**src/hw/cvc_pkg.sv**
```systemverilog
// package: register map, field layout, reset values and carriers of the comparator block
package cvc_pkg;

    // register indices as printed; byte address is four times the index
    localparam logic [7:0] CVC_IDX_CMP_CTRL = 8'h19;
    localparam logic [7:0] CVC_IDX_REF_CTRL = 8'h99;
    localparam logic [7:0] CVC_IDX_CHG_FLAG = 8'h0c;
    localparam logic [7:0] CVC_IDX_PIN_DIR = 8'h85;
    localparam logic [7:0] CVC_IDX_PORT_RD = 8'h05;
    localparam logic [11:0] CVC_ADDR_CMP_CTRL = {2'h0, CVC_IDX_CMP_CTRL, 2'h0};
    localparam logic [11:0] CVC_ADDR_REF_CTRL = {2'h0, CVC_IDX_REF_CTRL, 2'h0};
    localparam logic [11:0] CVC_ADDR_CHG_FLAG = {2'h0, CVC_IDX_CHG_FLAG, 2'h0};
    localparam logic [11:0] CVC_ADDR_PIN_DIR = {2'h0, CVC_IDX_PIN_DIR, 2'h0};
    localparam logic [11:0] CVC_ADDR_PORT_RD = {2'h0, CVC_IDX_PORT_RD, 2'h0};

    // comparator control fields
    localparam int CVC_RES_BIT = 6;
    localparam int CVC_INV_BIT = 4;
    localparam int CVC_SWAP_BIT = 3;
    localparam logic [7:0] CVC_CMP_WMASK = 8'h1f;
    localparam logic [7:0] CVC_CMP_RST = 8'h00;

    // reference control fields
    localparam int CVC_REF_ON_BIT = 7;
    localparam int CVC_REF_RNG_BIT = 5;
    localparam logic [7:0] CVC_REF_WMASK = 8'haf;
    localparam logic [7:0] CVC_REF_RST = 8'h00;

    // change flag at bit 3, pin direction six bits set at reset
    localparam int CVC_CHG_BIT = 3;
    localparam logic [7:0] CVC_DIR_WMASK = 8'h3f;
    localparam logic [7:0] CVC_DIR_RST = 8'h3f;
    localparam int CVC_OUT_PIN = 2;

    // modes
    localparam logic [2:0] CVC_MODE_RESET = 3'h0;
    localparam logic [2:0] CVC_MODE_OFF = 3'h7;

    typedef struct packed {
        logic [2:0] mode;
        logic swap;
        logic invert;
    } cvc_cmp_cfg_s;

    typedef struct packed {
        logic power_on;
        logic range_low;
        logic [3:0] level;
    } cvc_ref_cfg_s;

    // mux steering handed to the analog front end
    typedef struct packed {
        logic pos_from_ref;
        logic neg_from_pos_pin;
        logic enable;
        logic drive_pin;
    } cvc_route_s;

endpackage : cvc_pkg

```
**src/hw/cvc_mode_dec.sv**
```systemverilog
// mode decoder: analog steering, output-pin use and analog-pin map per mode
`timescale 1ns/1ps
module cvc_mode_dec
    import cvc_pkg::*;
(
    // configuration
    input wire cvc_cmp_cfg_s cfg,
    // decoded steering
    output cvc_route_s route,
    output logic [1:0] analog_pins
);
    always_comb begin
        route = '0;
        analog_pins = 2'h3;
        unique case (cfg.mode)
            3'h0: begin
                route.enable = 1'b0;
            end
            3'h1: begin
                route.enable = 1'b1;
                route.drive_pin = 1'b1;
            end
            3'h2: begin
                route.enable = 1'b1;
            end
            3'h3: begin
                route.enable = 1'b1;
                route.pos_from_ref = 1'b1;
                route.drive_pin = 1'b1;
                analog_pins = 2'h2;
            end
            3'h4: begin
                route.enable = 1'b1;
                route.pos_from_ref = 1'b1;
            end
            3'h5: begin
                route.enable = 1'b1;
                route.pos_from_ref = 1'b1;
                route.drive_pin = 1'b1;
                route.neg_from_pos_pin = cfg.swap;
            end
            3'h6: begin
                route.enable = 1'b1;
                route.pos_from_ref = 1'b1;
                route.neg_from_pos_pin = cfg.swap;
            end
            3'h7: begin
                route.enable = 1'b0;
                analog_pins = 2'h0;
            end
        endcase
    end
endmodule : cvc_mode_dec

```
**src/hw/cvc_top.sv**
```systemverilog
// comparator and voltage reference control with apb register slave
`timescale 1ns/1ps
module cvc_top
    import cvc_pkg::*;
(
    // clock and reset
    input wire logic pclk,
    input wire logic presetn,
    // apb slave
    input wire logic psel,
    input wire logic penable,
    input wire logic pwrite,
    input wire logic [11:0] paddr,
    input wire logic [31:0] pwdata,
    output logic [31:0] prdata,
    output logic pready,
    output logic pslverr,
    // analog front end
    input wire logic cmp_raw,
    output cvc_route_s route,
    output cvc_ref_cfg_s ref_cfg,
    // port pins
    input wire logic [5:0] pin_in,
    output logic cmp_output_pin_oe_n,
    output logic [1:0] analog_pin_map,
    // sleep and wake
    input wire logic sleep,
    output logic cmp_change_flag,
    output logic wake
);
    ////////////////////////////////////////////////////////////////////////
    typedef struct packed {
        logic [1:0] sync_raw;
        logic [5:0] pin_s1;
        logic [5:0] pin_s2;
        cvc_cmp_cfg_s cmp;
        cvc_ref_cfg_s refc;
        logic [5:0] pin_direction;
        logic latched;
        logic flag;
        logic [31:0] rdata;
        logic ready;
        logic err;
        cvc_route_s route;
        logic [1:0] analog;
        logic oe_n;
        logic wake;
    } cvc_state_s;

    cvc_state_s st;
    cvc_state_s next_st;
    cvc_route_s dec_route;
    logic [1:0] dec_analog;

    // all known registers answer without error
    function automatic logic cvc_known(input logic [11:0] a);
        return (a == CVC_ADDR_CMP_CTRL) || (a == CVC_ADDR_REF_CTRL) ||
               (a == CVC_ADDR_CHG_FLAG) || (a == CVC_ADDR_PIN_DIR) ||
               (a == CVC_ADDR_PORT_RD);
    endfunction : cvc_known

    cvc_mode_dec u_dec (
        .cfg(st.cmp),
        .route(dec_route),
        .analog_pins(dec_analog)
    );

    ////////////////////////////////////////////////////////////////////////
    logic cmp_result;
    logic [7:0] cmp_rd;
    logic [7:0] ref_rd;
    logic [7:0] port_rd;
    logic access;
    logic [7:0] wb;
    logic mismatch;

    always_comb begin
        // result from the second sync stage only
        cmp_result = (st.sync_raw[1] & st.route.enable) ^ st.cmp.invert;
        cmp_rd = {1'b0, cmp_result, 1'b0, st.cmp.invert, st.cmp.swap, st.cmp.mode};
        ref_rd = {st.refc.power_on, 1'b0, st.refc.range_low, 1'b0, st.refc.level};
        // pins 0 and 1 read zero while their analog map bit is set
        port_rd = {2'h0, st.pin_s2[5:2], st.pin_s2[1:0] & ~st.analog};
        access = psel & penable & ~st.ready;
        wb = pwdata[7:0];
        mismatch = cmp_result != st.latched;
    end

    always_comb begin
        next_st = st;
        next_st.sync_raw = {st.sync_raw[0], cmp_raw};
        next_st.pin_s1 = pin_in;
        next_st.pin_s2 = st.pin_s1;
        next_st.ready = access;
        next_st.err = access & ~cvc_known(paddr);
        next_st.rdata = 32'h0;
        if (access && !pwrite) begin
            unique case (paddr)
                CVC_ADDR_CMP_CTRL: next_st.rdata = {24'h0, cmp_rd};
                CVC_ADDR_REF_CTRL: next_st.rdata = {24'h0, ref_rd};
                CVC_ADDR_CHG_FLAG: next_st.rdata = {28'h0, st.flag, 3'h0};
                CVC_ADDR_PIN_DIR: next_st.rdata = {26'h0, st.pin_direction};
                CVC_ADDR_PORT_RD: next_st.rdata = {24'h0, port_rd};
                default: next_st.rdata = 32'h0;
            endcase
        end
        // any access of comparator control ends the mismatch
        if (access && paddr == CVC_ADDR_CMP_CTRL) begin
            next_st.latched = cmp_result;
        end
        if (access && pwrite) begin
            unique case (paddr)
                // fields picked by position: struct order differs from the register layout
                CVC_ADDR_CMP_CTRL: begin
                    next_st.cmp.mode = wb[2:0];
                    next_st.cmp.swap = wb[CVC_SWAP_BIT];
                    next_st.cmp.invert = wb[CVC_INV_BIT];
                end
                CVC_ADDR_REF_CTRL: begin
                    next_st.refc.power_on = wb[CVC_REF_ON_BIT];
                    next_st.refc.range_low = wb[CVC_REF_RNG_BIT];
                    next_st.refc.level = wb[3:0];
                end
                CVC_ADDR_CHG_FLAG: next_st.flag = wb[CVC_CHG_BIT];
                CVC_ADDR_PIN_DIR: next_st.pin_direction = wb[5:0] & CVC_DIR_WMASK[5:0];
                default: begin
                end
            endcase
        end
        // hardware set wins over a software clear
        if (mismatch && st.route.enable) begin
            next_st.flag = 1'b1;
        end
        next_st.route = dec_route;
        next_st.analog = dec_analog;
        next_st.oe_n = ~(dec_route.drive_pin & ~st.pin_direction[CVC_OUT_PIN]);
        // sleep does not gate the comparator; wake leaves registers alone
        next_st.wake = sleep & st.flag & st.route.enable;
    end

    always_ff @(posedge pclk or negedge presetn) begin
        if (!presetn) begin
            st <= '0;
            st.cmp.mode <= CVC_CMP_RST[2:0];
            st.cmp.swap <= CVC_CMP_RST[CVC_SWAP_BIT];
            st.cmp.invert <= CVC_CMP_RST[CVC_INV_BIT];
            st.refc.power_on <= CVC_REF_RST[CVC_REF_ON_BIT];
            st.refc.range_low <= CVC_REF_RST[CVC_REF_RNG_BIT];
            st.refc.level <= CVC_REF_RST[3:0];
            st.pin_direction <= CVC_DIR_RST[5:0];
            st.analog <= 2'h3;
            st.oe_n <= 1'b1;
        end else begin
            st <= next_st;
        end
    end

    ////////////////////////////////////////////////////////////////////////
    assign prdata = st.rdata;
    assign pready = st.ready;
    assign pslverr = st.err;
    assign route = st.route;
    assign ref_cfg = st.refc;
    // pin value itself is cmp_raw routed by the pad mux, unclocked; only enable is here
    assign cmp_output_pin_oe_n = st.oe_n;
    assign analog_pin_map = st.analog;
    assign cmp_change_flag = st.flag;
    assign wake = st.wake;
endmodule : cvc_top

```
**config.mk**
```make
export PLATFORM = sky130hd
export DESIGN_NAME = cvc_top
export DESIGN_NICKNAME = d
export VERILOG_FILES = /design/src/hw/cvc_pkg.sv /design/src/hw/cvc_mode_dec.sv /design/src/hw/cvc_top.sv
export SDC_FILE = /design/constraint.sdc
export NUM_CORES = 1
export LEC_CHECK = 0
export ABC_AREA = 1
export BUFFER_PORTS_ARGS = -buffer_cell sky130_fd_sc_hd__buf_2
export CAP_MARGIN = 20
export CORE_MARGIN = 4
export CORE_UTILIZATION = 47
export CTS_CLUSTER_DIAMETER = 60
export CTS_CLUSTER_SIZE = 16
export DETAILED_ROUTE_END_ITERATION = 10
export PLACE_DENSITY_LB_ADDON = 0.2
export SLEW_MARGIN = 10
export SYNTH_ARGS = -nofsm -noshare
export SYNTH_HDL_FRONTEND = slang
export SYNTH_SLANG_ARGS = --single-unit
```
**constraint.sdc**
```tcl
create_clock -name pclk -period 1.6 [get_ports pclk]
set_clock_uncertainty 0.2 [all_clocks]
set_input_delay 0.16 -clock pclk [delete_from_list [all_inputs] [get_ports pclk]]
set_output_delay 0.16 -clock pclk [all_outputs]
set_load 0.01 [all_outputs]
```
* Word level (Yosys, flattened, before mapping)
Cells that the tools add are included.
Cells by class: shift-type cells 0, reduce and logical (&&, ||, !) cells 21, bitwise logic cells 14, multiply operators 0, mux-type cells 10, divide/modulo/power cells 0, order comparisons 0, add/subtract/negate cells 0, equal/unequal tests 13
Operators with widths (count):
- case mux 8 bit (5 select lines) | 1
- two-way mux 32 bit | 1
- == test 12 x 10 -> 1 bit, second input constant | 2
- == test 12 x 5 -> 1 bit, second input constant | 1
- == test 12 x 6 -> 1 bit, second input constant | 1
- == test 12 x 7 -> 1 bit, second input constant | 1
- == test 3 bit, second input constant | 4
- AND reduction 2 bit | 4
- AND 1 bit | 7
- == test 3 x 2 -> 1 bit, second input constant | 2
- two-way mux 1 bit | 6
- OR reduction 6 bit | 1
- logical AND 1 bit | 4
- logical OR 1 bit | 4
- inverter 1 bit | 4
- case mux 2 bit (2 select lines) | 1
- nonzero test 2 bit | 2
- OR reduction 2 bit | 2
- OR reduction 4 bit | 1
- == test 3 x 1 -> 1 bit, second input constant | 1
- zero test 3 bit | 1
- OR reduction 3 bit | 1
- AND 2 bit | 1
- inverter 2 bit | 1
- other kinds (4) | 4
Storage, ports and cells: bits in latches 0, register bits 75, word-level logic and storage cells 80, input port bits 57, memory bits (read-only) 0, memories 0, output and inout bits 49, RAM bits 0

* Logic depth before layout (Yosys ltp)
Gate-level depths: netlist (run 1).
depth after elaboration 7, gate-level depth with buffers 10, gate-level depth less buffers 10

* Cells and area by module
A second synthesis (run 1) with hierarchy kept.
Second synthesis, totals: cell total of the unflattened synthesis 265, area total of the unflattened synthesis 2533.7 um^2
By module, submodules not included:
- cvc_top | times used 1, area each 2471.1 um^2, cells an instance 253, sequential area each 1287.5 um^2
- cvc_mode_dec | times used 1, area each 62.6 um^2, cells an instance 12, sequential area each 0.0 um^2

* Worst setup path after synthesis (run 1)
OpenSTA, ideal clock, no wires.
path kind register -> register, start point register st (netlist bit pready), end point register st[46] in the netlist's numbering, clock period less this slack 1346 ps, arrival 1066 ps, path slack 254 ps, library setup time 80 ps, cell stages (with the launch flop) 8, path buffers 1, required time 1320 ps, cells stage by stage dfrtp_1 nor2_2 nand2_1 inv_2 nand3_1 buf_2 nand2_1 o21ai_1
Between the ends: longest elaborated chain between the ends 4
Ends and longest elaborated chain:
- from (decl) | line cvc_top.sv:50 | cvc_state_s st;
- from (signal assigned) | line cvc_top.sv:154 | st <= next_st;
- inverter 1 bit | line cvc_top.sv:84 | access = psel & penable & ~st.ready;
- AND 1 bit | line cvc_top.sv:84
- via access | line cvc_top.sv:73 | logic access;
- logical AND 1 bit | line cvc_top.sv:111 | if (access && pwrite) begin
- AND reduction 2 bit (no line)
The timed path passes the listed nets, and every way through them passes these cells. A chain may end at the register's enable or synchronous reset.

* Final worst setup path (run 1)
start point register st (netlist bit pready), end point register st[48] in the netlist's numbering
Same word-level chain as after synthesis.

==> reports/qor.csv, run 1 <==
stage;metric;value;unit
run_status;status;completed;
drt;wirelength;4.37;mm
drt;first_pass_iters;4;
global_routing;grtUsageTotal;0.147;
synthesis;synth_top_area_frac;0.426;
power;intPower;1690;uW
synthesis;syn_area;2470;um2
cells_and_area;diodes;0;
synthesis;synth_top_family_by_area;simple AND/OR/NAND/NOR gates;
floorplanning;start_util;0.483;
cells_and_area;num-fill-cells;485;
drt;routed_via_density;4.23;
drt;dr_total_vias;1689;
place;place_hpwl;3.39;mm
clocking;clkTransAtPathRegs;0.09;ns
synthesis;synthMuxAreaShare;0;
cells_and_area;layout-drive-gt1-share;0.337;
critical_path;cpMostUsedCell;nand2_1;
drt;drt-initial-drc-count;75;
critical_path;critPathMaxFanout;10;
worst_hold_path;hold_depth;5;
synthesis;ys_types;26;
critical_path;reg2reg_from;pready$_DFF_PN0_;
timing;tns;0;ns
synthesis;synth_fa_ha_area_frac;0;
synthesis;ys_warn_count;0;
cells_and_area;area_growth;17.5;%
worst_hold_path;worstHoldPathType;in2reg;
clocking;numCtsBuffers;5;
critical_path;reg2reg_depth;7;
global_routing;antenna_found_initial;0;
critical_path;critPathMaxStageDelay;0.39;ns
global_routing;grt_pass1_vias;1585;
cells_and_area;nNetsFinal;385;
drt;wire_per_inst;11.0;um
clocking;cts-root-buf;clkbuf_8;
timing;setup_viol;0;
floorplanning;die_area;6470;um2
power;powerDensity;760;nW/um2
power;leakage;0.00155;uW
synthesis;seq_area_frac_synth;0.522;
global_routing;gr-total-overflow;0;
worst_hold_path;hold_end;pslverr$_DFF_PN0_;
synthesis;synth-xor-area-share;0;
clocking;clk_path_buf_depth;2;
critical_path;r2r-end;st[48]$_DFFE_PN1P_;
timing;min_period_over_period;0.914;
timing;hold_viol;0;
floorplanning;die_h;80.4;um
critical_path;path_class;reg2reg;
power;power;2200;uW
critical_path;cp-start-kind;register;
synthesis;synth-simple-area-share;0.218;
critical_path;crit_slowest_cell;dfrtp_1;
critical_path;crit_arrival;1.50;ns
floorplanning;die_width;80.4;um
clocking;cts-htree-levels;2;
synthesis;syn_area_per_cell;9.34;um2
critical_path;crit_path_end_kind;register;
global_routing;grt_max_degree;52;
floorplanning;num_rows;26;
place;gp_congestion;0.781;
synthesis;synth_compound_area_frac;0.0685;
power;seq_power_share;0.598;
power;power.switching_fraction;0.232;
timing;slew_violations;0;
cells_and_area;seq_area;1290;um2
cells_and_area;multi_input_area;801;um2
global_routing;grt_first_pass_wirelength;7.11;mm
clocking;cts.sinks;51;
critical_path;crit_path_cell_trace;nor2_2 -> nand2_1 -> inv_2 -> nand3_1 -> buf_4 -> nand2_1 -> o21ai_2;
drt;antenna_left;0;
power;p_sw;510;uW
timing;max_freq;684;MHz
critical_path;required;1.64;ns
floorplanning;num_io_pins;106;
critical_path;ff2ff_setup_slack;0.14;ns
power;p_clk_frac;0.318;
place;portBuffers;56;
clocking;worstSkewPairLatency;0.30;ns
power;vdd_drop_max;0.457;mV
run;max-cap-violations;0;
drt;post-route-drc-count;0;
clocking;cts_tree;done;
worst_hold_path;hold_start;penable;
synthesis;synth_seq_cells;51;
timing;grt_setup_unrepaired;false;
synthesis;ys_top_cells_by_area;dfrtp_1 43%, buf_4 13%, dfstp_2 9.6%;
synthesis;yosysTopAreaCell;dfrtp_1;
synthesis;synthCells;264;
timing;timing.final.crit_period;1.46;ns
power;pwr-share-comb;0.084;
floorplanning;core;5110;um2
==> layer usage <==
metal,vias to the layer above,part of all wire,GRT usage
li1,882,-,-
met1,749,0.45,0.182
met2,52,0.47,0.240
met3,6,0.067,0.0437
met4,0,0.015,0.0557
met5,-,0,0
==> cells by family after synthesis <==
kind of cell    after synthesis
buf+inv                      76
flops                        51
other cells                   1
simple gates                107
compound gates               29
==> area by class of cell <==
cell class,instances,area share
Sequential cell,51,0.444
Multi-Input combinational cell,160,0.276
Timing Repair Buffer,81,0.181
Inverter,29,0.0380
Tap cell,70,0.0302
Clock buffer,6,0.0251
Clock inverter,2,0.00432
==> sequential cells by signal (all words and copies together), names as in the netlist <==
register and flops:
next_st 7, wake 1, pslverr 1, cmp_change_flag 1, ref_cfg 6, route 4
cmp_rd 5, cmp_output_pin_oe_n 1, pready 1, port_rd 4, prdata 8, st 10
analog_pin_map 2
==> power by group through the flow <==
stage	Clock [uW]	Sequential, uW	Combinational [uW]
detailed placement	0	1340	152
global placement	0	1340	151
floorplan	0	1340	110
finish	700	1320	184
CTS	729	1320	185
global route	777	1320	209
==> metrics by stage <==
stage	hold slack (ns)	std cells	util	cell area [um2]	setup slack, ns
after global placement	-0.0342	373	0.514	2630	0.105
after detailed placement	-0.0337	373	0.514	2630	0.0956
after CTS	0.0705	399	0.566	2890	0.107
after global routing	0.108	399	0.567	2900	0.00935
final	0.0855	399	0.567	2900	0.138
after floorplan	-0.336	287	-	2550	0.254
==> synth_stat cells <==
library cell,count
conb_1,1
o211ai_1,1
nor3b_1,1
inv_2,4
a21boi_0,1
buf_2,1
dfstp_2,9
nand2_1,42
nor2_2,4
buf_6,2
o21ai_2,5
o21ai_0,5
nor3_1,1
nand3_1,19
nor2_1,22
a21oi_1,1
nand2_2,10
nand2_4,3
nor2_8,2
dfrtp_1,42
buf_4,44
inv_1,24
nor2_4,2
nand4_1,1
clkinv_2,1
o21ai_1,16
==> cells in the final DEF (no fill, tap or decap) <==
cell type	Yosys	layout
a21boi_0	1	1
a21oi_1	1	1
buf_12	0	1
buf_2	1	56
buf_4	44	6
clkbuf_1	0	1
clkbuf_8	0	5
clkinv_2	1	2
clkinvlp_4	0	1
conb_1	1	24
dfrtp_1	42	42
dfstp_2	9	9
dlygate4sd3_1	0	18
inv_1	24	24
inv_2	4	4
nand2_1	42	42
nand2_2	10	10
nand2_4	3	3
nand3_1	19	19
nand4_1	1	1
nor2_1	22	22
nor2_2	4	4
nor2_4	2	2
nor2_8	2	2
nor3_1	1	1
nor3b_1	1	1
o211ai_1	1	1
o21ai_0	5	5
o21ai_1	16	15
o21ai_2	5	6
==> how the worst max path moves through the flow <==
stage / from / end / slack [ns]
floorplan: pready$_DFF_PN0_ / st[46]$_DFFE_PN1P_ / 0.25
global placement: paddr[4] / ref_cfg[4]$_DFFE_PN0P_ / 0.11
detailed placement: paddr[4] / ref_cfg[4]$_DFFE_PN0P_ / 0.1
CTS: pready$_DFF_PN0_ / st[48]$_DFFE_PN1P_ / 0.11
global route: pready$_DFF_PN0_ / st[47]$_DFFE_PN1P_ / 0.009
finish: pready$_DFF_PN0_ / st[48]$_DFFE_PN1P_ / 0.14
==> worst max-delay path, delay by kind of cell, from the launching register on <==
| family | cells | cell delay, ns |
|---|---|---|
| AO/OA/AOI/OAI | 1 | 0.05 |
| buffers and inverters | 2 | 0.30 |
| flip-flops | 1 | 0.39 |
| AND/OR/NAND/NOR | 4 | 0.46 |
==> repair_timing <==
| item | 4_1_cts | 5_1_grt |
|---|---|---|
| buffers inserted | 0 | 0 |
| hold endpoints to repair | 79 | 0 |
| endpoints found under the setup margin | 0 | 1 |
| resized for setup | 0 | 1 |
| hold buffers | 18 | 0 |
No activity file was read; power rests on OpenSTA's default activity.
==> run 2: changes to the inputs <==
- CORE_ASPECT_RATIO: unset -> 2
- clock period: 1.6 -> 1.38 ns (I/O delays scaled with it)
==> run 2 against run 1 <==
  * The flow now finishes with violations (setup timing)
  * Register-to-register slack worse by 0.15 ns
  * Global-route usage is 1.8 points higher
  * Via count is 8.0% higher
  * Critical endpoint is now pready$_DFF_PN0_
==> reports/qor.csv, run 2 (synthesis gave the netlist of run 1 again) <==
stage;metric;value;unit
run_status;status;finished, violations left;
run_status;failed_checks;setup timing;
timing;hold_viol;0;
clocking;cts-root-buf;clkbuf_8;
floorplanning;die_h;110;um
cells_and_area;layout-drive-gt1-share;0.412;
global_routing;antenna_found_initial;0;
cells_and_area;largest_reg_flops;10;
timing;hold_ws;0.0389;ns
drt;wire_per_inst;12.4;um
place;gp_congestion;0.857;
drt;first_pass_iters;4;
critical_path;r2r-end;pready$_DFF_PN0_;
critical_path;crit_path_end_kind;register;
timing;max_freq;718;MHz
clocking;worstSkewPairLatency;0.30;ns
timing;min_period_over_period;1.01;
timing;tns;-0.0193;ns
critical_path;startpoint;pready$_DFF_PN0_;
floorplanning;num_rows;37;
global_routing;busiest_layer;met2;
power;vdd_drop_max;0.951;mV
critical_path;crit_arrival;1.43;ns
cells_and_area;top_register;st;
timing;layout_setup_ws;-0.0122;ns
critical_path;reg2reg_from;pready$_DFF_PN0_;
place;place_hpwl;3.73;mm
critical_path;reg2reg_depth;2;
critical_path;required;1.42;ns
run;max-cap-violations;0;
floorplanning;num_io_pins;106;
place;pre_cts_ws;-0.117;ns
floorplanning;start_util;0.480;
worst_hold_path;hold_depth;5;
global_routing;grt_util_met3;0.0281;
global_routing;gr-total-overflow;0;
cells_and_area;fin_util;0.603;
drt;post-route-drc-count;0;
drt;wirelength;4.96;mm
global_routing;grt_max_degree;23;
critical_path;cp-start-kind;register;
critical_path;path_class;reg2reg;
place;portBuffers;56;
worst_hold_path;hold_start;penable;
global_routing;grtUsageTotal;0.164;
power;powerDensity;894;nW/um2
floorplanning;die_area;6540;um2
clocking;cts.sinks;51;
worst_hold_path;worstHoldPathType;in2reg;
timing;timing.final.crit_period;1.39;ns
timing;setup_viol;2;
critical_path;critPathMaxFanout;3;
power;leakage;0.00167;uW
cells_and_area;area_growth;25.7;%
clocking;clkTransAtPathRegs;0.08;ns
clocking;cts-htree-levels;2;
cells_and_area;num-fill-cells;469;
cells_and_area;nNetsFinal;398;
drt;dr_total_vias;1824;
global_routing;grt_use_met2;0.275;
clocking;numCtsBuffers;5;
clocking;clk_path_buf_depth;2;
drt;routed_via_density;4.56;
global_routing;grt_first_pass_wirelength;8.31;mm
cells_and_area;final_common_cell;buf_2;
floorplanning;die_width;59.2;um
clocking;cts_tree;done;
worst_hold_path;hold_end;pslverr$_DFF_PN0_;
global_routing;global_route.usage.met1;0.185;
critical_path;ff2ff_setup_slack;-0.01;ns
cells_and_area;diodes;0;
global_routing;grt_pass1_vias;1821;
cells_and_area;layout_common_cells;56 x buf_2, 41 x dfrtp_1, 34 x nand2_1;
drt;drt-initial-drc-count;56;
floorplanning;core;5140;um2
timing;slew_violations;0;
drt;antenna_left;0;
timing;grt_setup_unrepaired;true;
## run 2: cell types whose count changed in the layout (fill, tap and decap cells not counted), sizes merged
cell	before	now
buf	63	75
clkinv	2	1
bufinv	0	1
nand2	55	56
## run 2: worst max-delay path by stage
| stage | to | slack, ns | depth (start not counted) |
|---|---|---|---|
| 5_1_grt | st[45]$_DFFE_PN1P_ | -0.06 | 6 |
| 3_3_place_gp | prdata[0]$_DFF_PN0_ | -0.11 | 9 |
| 3_5_place_dp | ref_cfg[4]$_DFFE_PN0P_ | -0.12 | 9 |
| 2_1_floorplan | st[46]$_DFFE_PN1P_ | 0.03 | 7 |
| 6_report | pready$_DFF_PN0_ | -0.01 | 2 |
| 4_1_cts | st[46]$_DFFE_PN1P_ | -0.004 | 6 |
## run 2: report_power, final
part           total [uW]  leakage [uW]  internal, uW  switching, uW
registers            1530      0.000634          1520           7.98
clock network        1010     0.0000514           541            465
logic                 238      0.000985           102            136
## run 2: stage by stage
step                power (uW)  area (um2)  cells
floorplan                 1680        2550    287
global placement          1740        2690    370
detailed placement        1750        2690    370
CTS                       2790        3020    398
global route              2890        3100    400
finish                    2770        3100    400
## run 2: routing by layer
metal	vias to the layer above	part of all wire
met5	-	0
met2	76	0.54
li1	902	-
met4	0	0.043
met3	15	0.065
met1	831	0.35
## run 2: what timing repair did
item / CTS / global route
hold buffers: 18 / 0
hold endpoints to repair: 70 / 0
setup buffers: 1 / 1
gates cloned: 1 / 1
endpoints found under the setup margin: 12 / 27
resized for setup: 6 / 21
pin swaps: 1 / 5
## run 2: critical path: stages (launching register included)
cell,delay (ns)
dfrtp_1,0.41
nor2_4,0.15
dlygate4sd3_1,0.57
## run 2: layout make-up
type / count / area (um2) / area share
Sequential cell: 51 / 1290 / 0.416
Multi-Input combinational cell: 161 / 876 / 0.283
Clock buffer: 6 / 72.6 / 0.0234
Inverter: 29 / 113 / 0.0363
Timing Repair Buffer: 93 / 639 / 0.206
Clock inverter: 2 / 37.5 / 0.0121
Tap cell: 58 / 72.6 / 0.0234
==> run 3: changes to the inputs <==
- ABC_AREA: 1 -> unset
- SYNTH_HIERARCHICAL: unset -> 1
==> run 3 against run 2 <==
  * The flow still finishes with violations (setup timing)
  * Sequential share of layout area decreased by 1.2 points
  * Via count decreased by 13%
  * Area after synthesis decreased by 2.2%
  * Setup slack got worse by 0.36 ns
  * Critical path depth increased by 2
  * Non-clock buffer count increased by 8
  * Combinational power increased by 12%
  * Register-to-register slack got worse by 0.36 ns
  * Final area increased by 2.8%
  * Cell count decreased by 17%
  * Fmax decreased by 20%
  * Critical path type unchanged
==> reports/qor.csv, run 3 <==
stage;metric;value;unit
clocking;cts_tree;done;
timing;slew_violations;0;
place;placed_cell_area;2760;um2
clocking;worstSkewPairLatency;0.31;ns
critical_path;crit_path_end_kind;register;
critical_path;required;1.37;ns
synthesis;synth_edf_count;0;
critical_path;ff2ff_setup_slack;-0.37;ns
drt;wire_per_inst;14.9;um
floorplanning;num_rows;36;
critical_path;cp-start-kind;register;
power;leakage;0.00161;uW
clocking;clk_path_buf_depth;2;
critical_path;critPathMaxFanout;6;
synthesis;async_flop_share;1.00;
global_routing;antenna_found_initial;0;
synthesis;syn_area;2410;um2
cells_and_area;layout-drive-gt1-share;0.498;
floorplanning;die_h;109;um
global_routing;gr-total-overflow;0;
run_status;failed_checks;setup timing;
critical_path;crit_arrival;1.74;ns
power;vdd_drop_max;0.934;mV
synthesis;synth_top_area_frac;0.436;
cells_and_area;finalNonFillerCells;334;
timing;grt_setup_unrepaired;true;
floorplanning;die_width;58.7;um
synthesis;synthCells;193;
timing;layout_setup_ws;-0.368;ns
floorplanning;start_util;0.491;
place;gp_congestion;0.778;
drt;routed_via_density;4.75;
floorplanning;die_area;6410;um2
timing;max_freq;572;MHz
timing;hold_ws;0.0258;ns
floorplanning;core;4910;um2
power;power;3000;uW
synthesis;yosysTopAreaCell;dfrtp_1;
cells_and_area;largest_reg_flops;10;
drt;antenna_left;0;
synthesis;syn_area_per_cell;12.5;um2
synthesis;ys.flop_type;dfrtp_1;
timing;timing.final.crit_period;1.75;ns
run_status;status;finished, violations left;
timing;hold_viol;0;
cells_and_area;seq_area;1290;um2
place;dp.cells;305;
timing;min_period_over_period;1.27;
run;max-cap-violations;0;
global_routing;grt_first_pass_wirelength;8.00;mm
cells_and_area;multi_input_area;983;um2
cells_and_area;layout_common_cells;56 x buf_2, 42 x dfrtp_1, 24 x conb_1;
place;portBuffers;56;
synthesis;synth_seq_cells;51;
cells_and_area;num-fill-cells;388;
drt;post-route-drc-count;0;
synthesis;seq_area_frac_synth;0.534;
drt;wirelength;4.98;mm
place;place_hpwl;3.59;mm
clocking;cts-root-buf;clkbuf_8;
global_routing;grtUsageTotal;0.168;
synthesis;ys_top_cells_by_area;dfrtp_1 44%, buf_4 14%, dfstp_2 9.8%;
power;powerDensity;942;nW/um2
clocking;numCtsBuffers;5;
worst_hold_path;worstHoldPathType;in2async;
cells_and_area;diodes;0;
synthesis;yosysMostFrequentCell;buf_4;
clocking;clkTransAtPathRegs;0.09;ns
cells_and_area;final_area;3190;um2
clocking;cts.sinks;51;
cells_and_area;final_common_cell;buf_2;
cells_and_area;area_growth;32.1;%
clocking;cts-htree-levels;2;
drt;drt-initial-drc-count;26;
floorplanning;num_io_pins;106;
synthesis;ys_types;42;
global_routing;grt_pass1_vias;1661;
critical_path;path_class;reg2reg;
global_routing;grt_max_degree;42;
synthesis;ys_warn_count;6;
drt;first_pass_iters;4;
synthesis;synth.top_cells.by_count;45 x buf_4, 42 x dfrtp_1, 19 x mux2_2;
cells_and_area;top_register;st;
timing;setup_viol;27;
drt;dr_total_vias;1587;
cells_and_area;nNetsFinal;333;
## run 3: worst max-delay path, cell delays in order, from the launching register on
cell and delay, ns:
dfrtp_1 0.38, and3b_2 0.26, and3_4 0.20, and3_4 0.29, mux2_4 0.31
## run 3: kinds of logic (layout without fill, tap and decap cells)
family / Yosys count / in the layout / synth area share
DFF: 51 / 51 / 0.534
buffers and inverters: 50 / 111 / 0.151
and+or+nand+nor: 44 / 44 / 0.133
muxes: 26 / 26 / 0.118
AOI/OAI and AO/OA: 16 / 16 / 0.0441
xor gates and xnor gates: 5 / 5 / 0.0182
other: 1 / 24 / 0.00155
## run 3: path summary, 6_finish.rpt
kind | startpoint | endpoint | cells past startpoint
worst max-delay path | pready$_DFF_PN0_ | ref_cfg[5]$_DFFE_PN0P_ | 4
worst min-delay path | presetn | next_st[63]$_DFF_PN0_ | 2
worst max register to register | pready$_DFF_PN0_ | ref_cfg[5]$_DFFE_PN0P_ | 4
worst min register to register | next_st[66]$_DFF_PN0_ | port_rd[5]$_DFF_PN0_ | 0
max in group asynchronous | presetn | st[47]$_DFFE_PN1P_ | 3
min in group pclk | paddr[2] | prdata[5]$_DFF_PN0_ | 4
## run 3: report_power, final
part	internal (uW)	total (uW)	switching, uW	leakage [uW]
combinational	126	267	141	0.000904
sequential	1520	1530	7.40	0.000641
clock	724	1210	482	0.0000654
total	2370	3000	631	0.00161
## run 3: final cells by class
class | count | share of cell area
clock buffer | 6 | 0.0228
clock inverter | 2 | 0.0189
inverter | 2 | 0.00236
multi-input combinational | 115 | 0.309
sequential | 51 | 0.404
tap | 57 | 0.0224
timing repair buffer | 101 | 0.221
## run 3: through the flow
stage | util | setup WS [ns] | setup TNS (ns)
2_1_floorplan | - | -0.382 | -6.97
3_3_place_gp | 0.562 | -0.376 | -7.93
3_5_place_dp | 0.562 | -0.391 | -8.15
4_1_cts | 0.642 | -0.364 | -7.88
5_1_grt | 0.649 | -0.450 | -9.80
6_report | 0.649 | -0.368 | -8.05
## run 3: layer usage
layer | routed length (um) | global-route usage | up-vias
li1 | - | - | 753
met1 | 1860 | 0.197 | 764
met2 | 2620 | 0.279 | 58
met3 | 337 | 0.0400 | 12
met4 | 159 | 0.0859 | 0
met5 | 0 | 0 | -
## run 3: repair_timing
action | CTS | global route
hold endpoints to repair | 74 | 0
pin swaps | 4 | 2
hold buffers | 17 | 0
setup endpoints to repair | 27 | 27
resized for setup | 18 | 7
setup buffers | 3 | 1
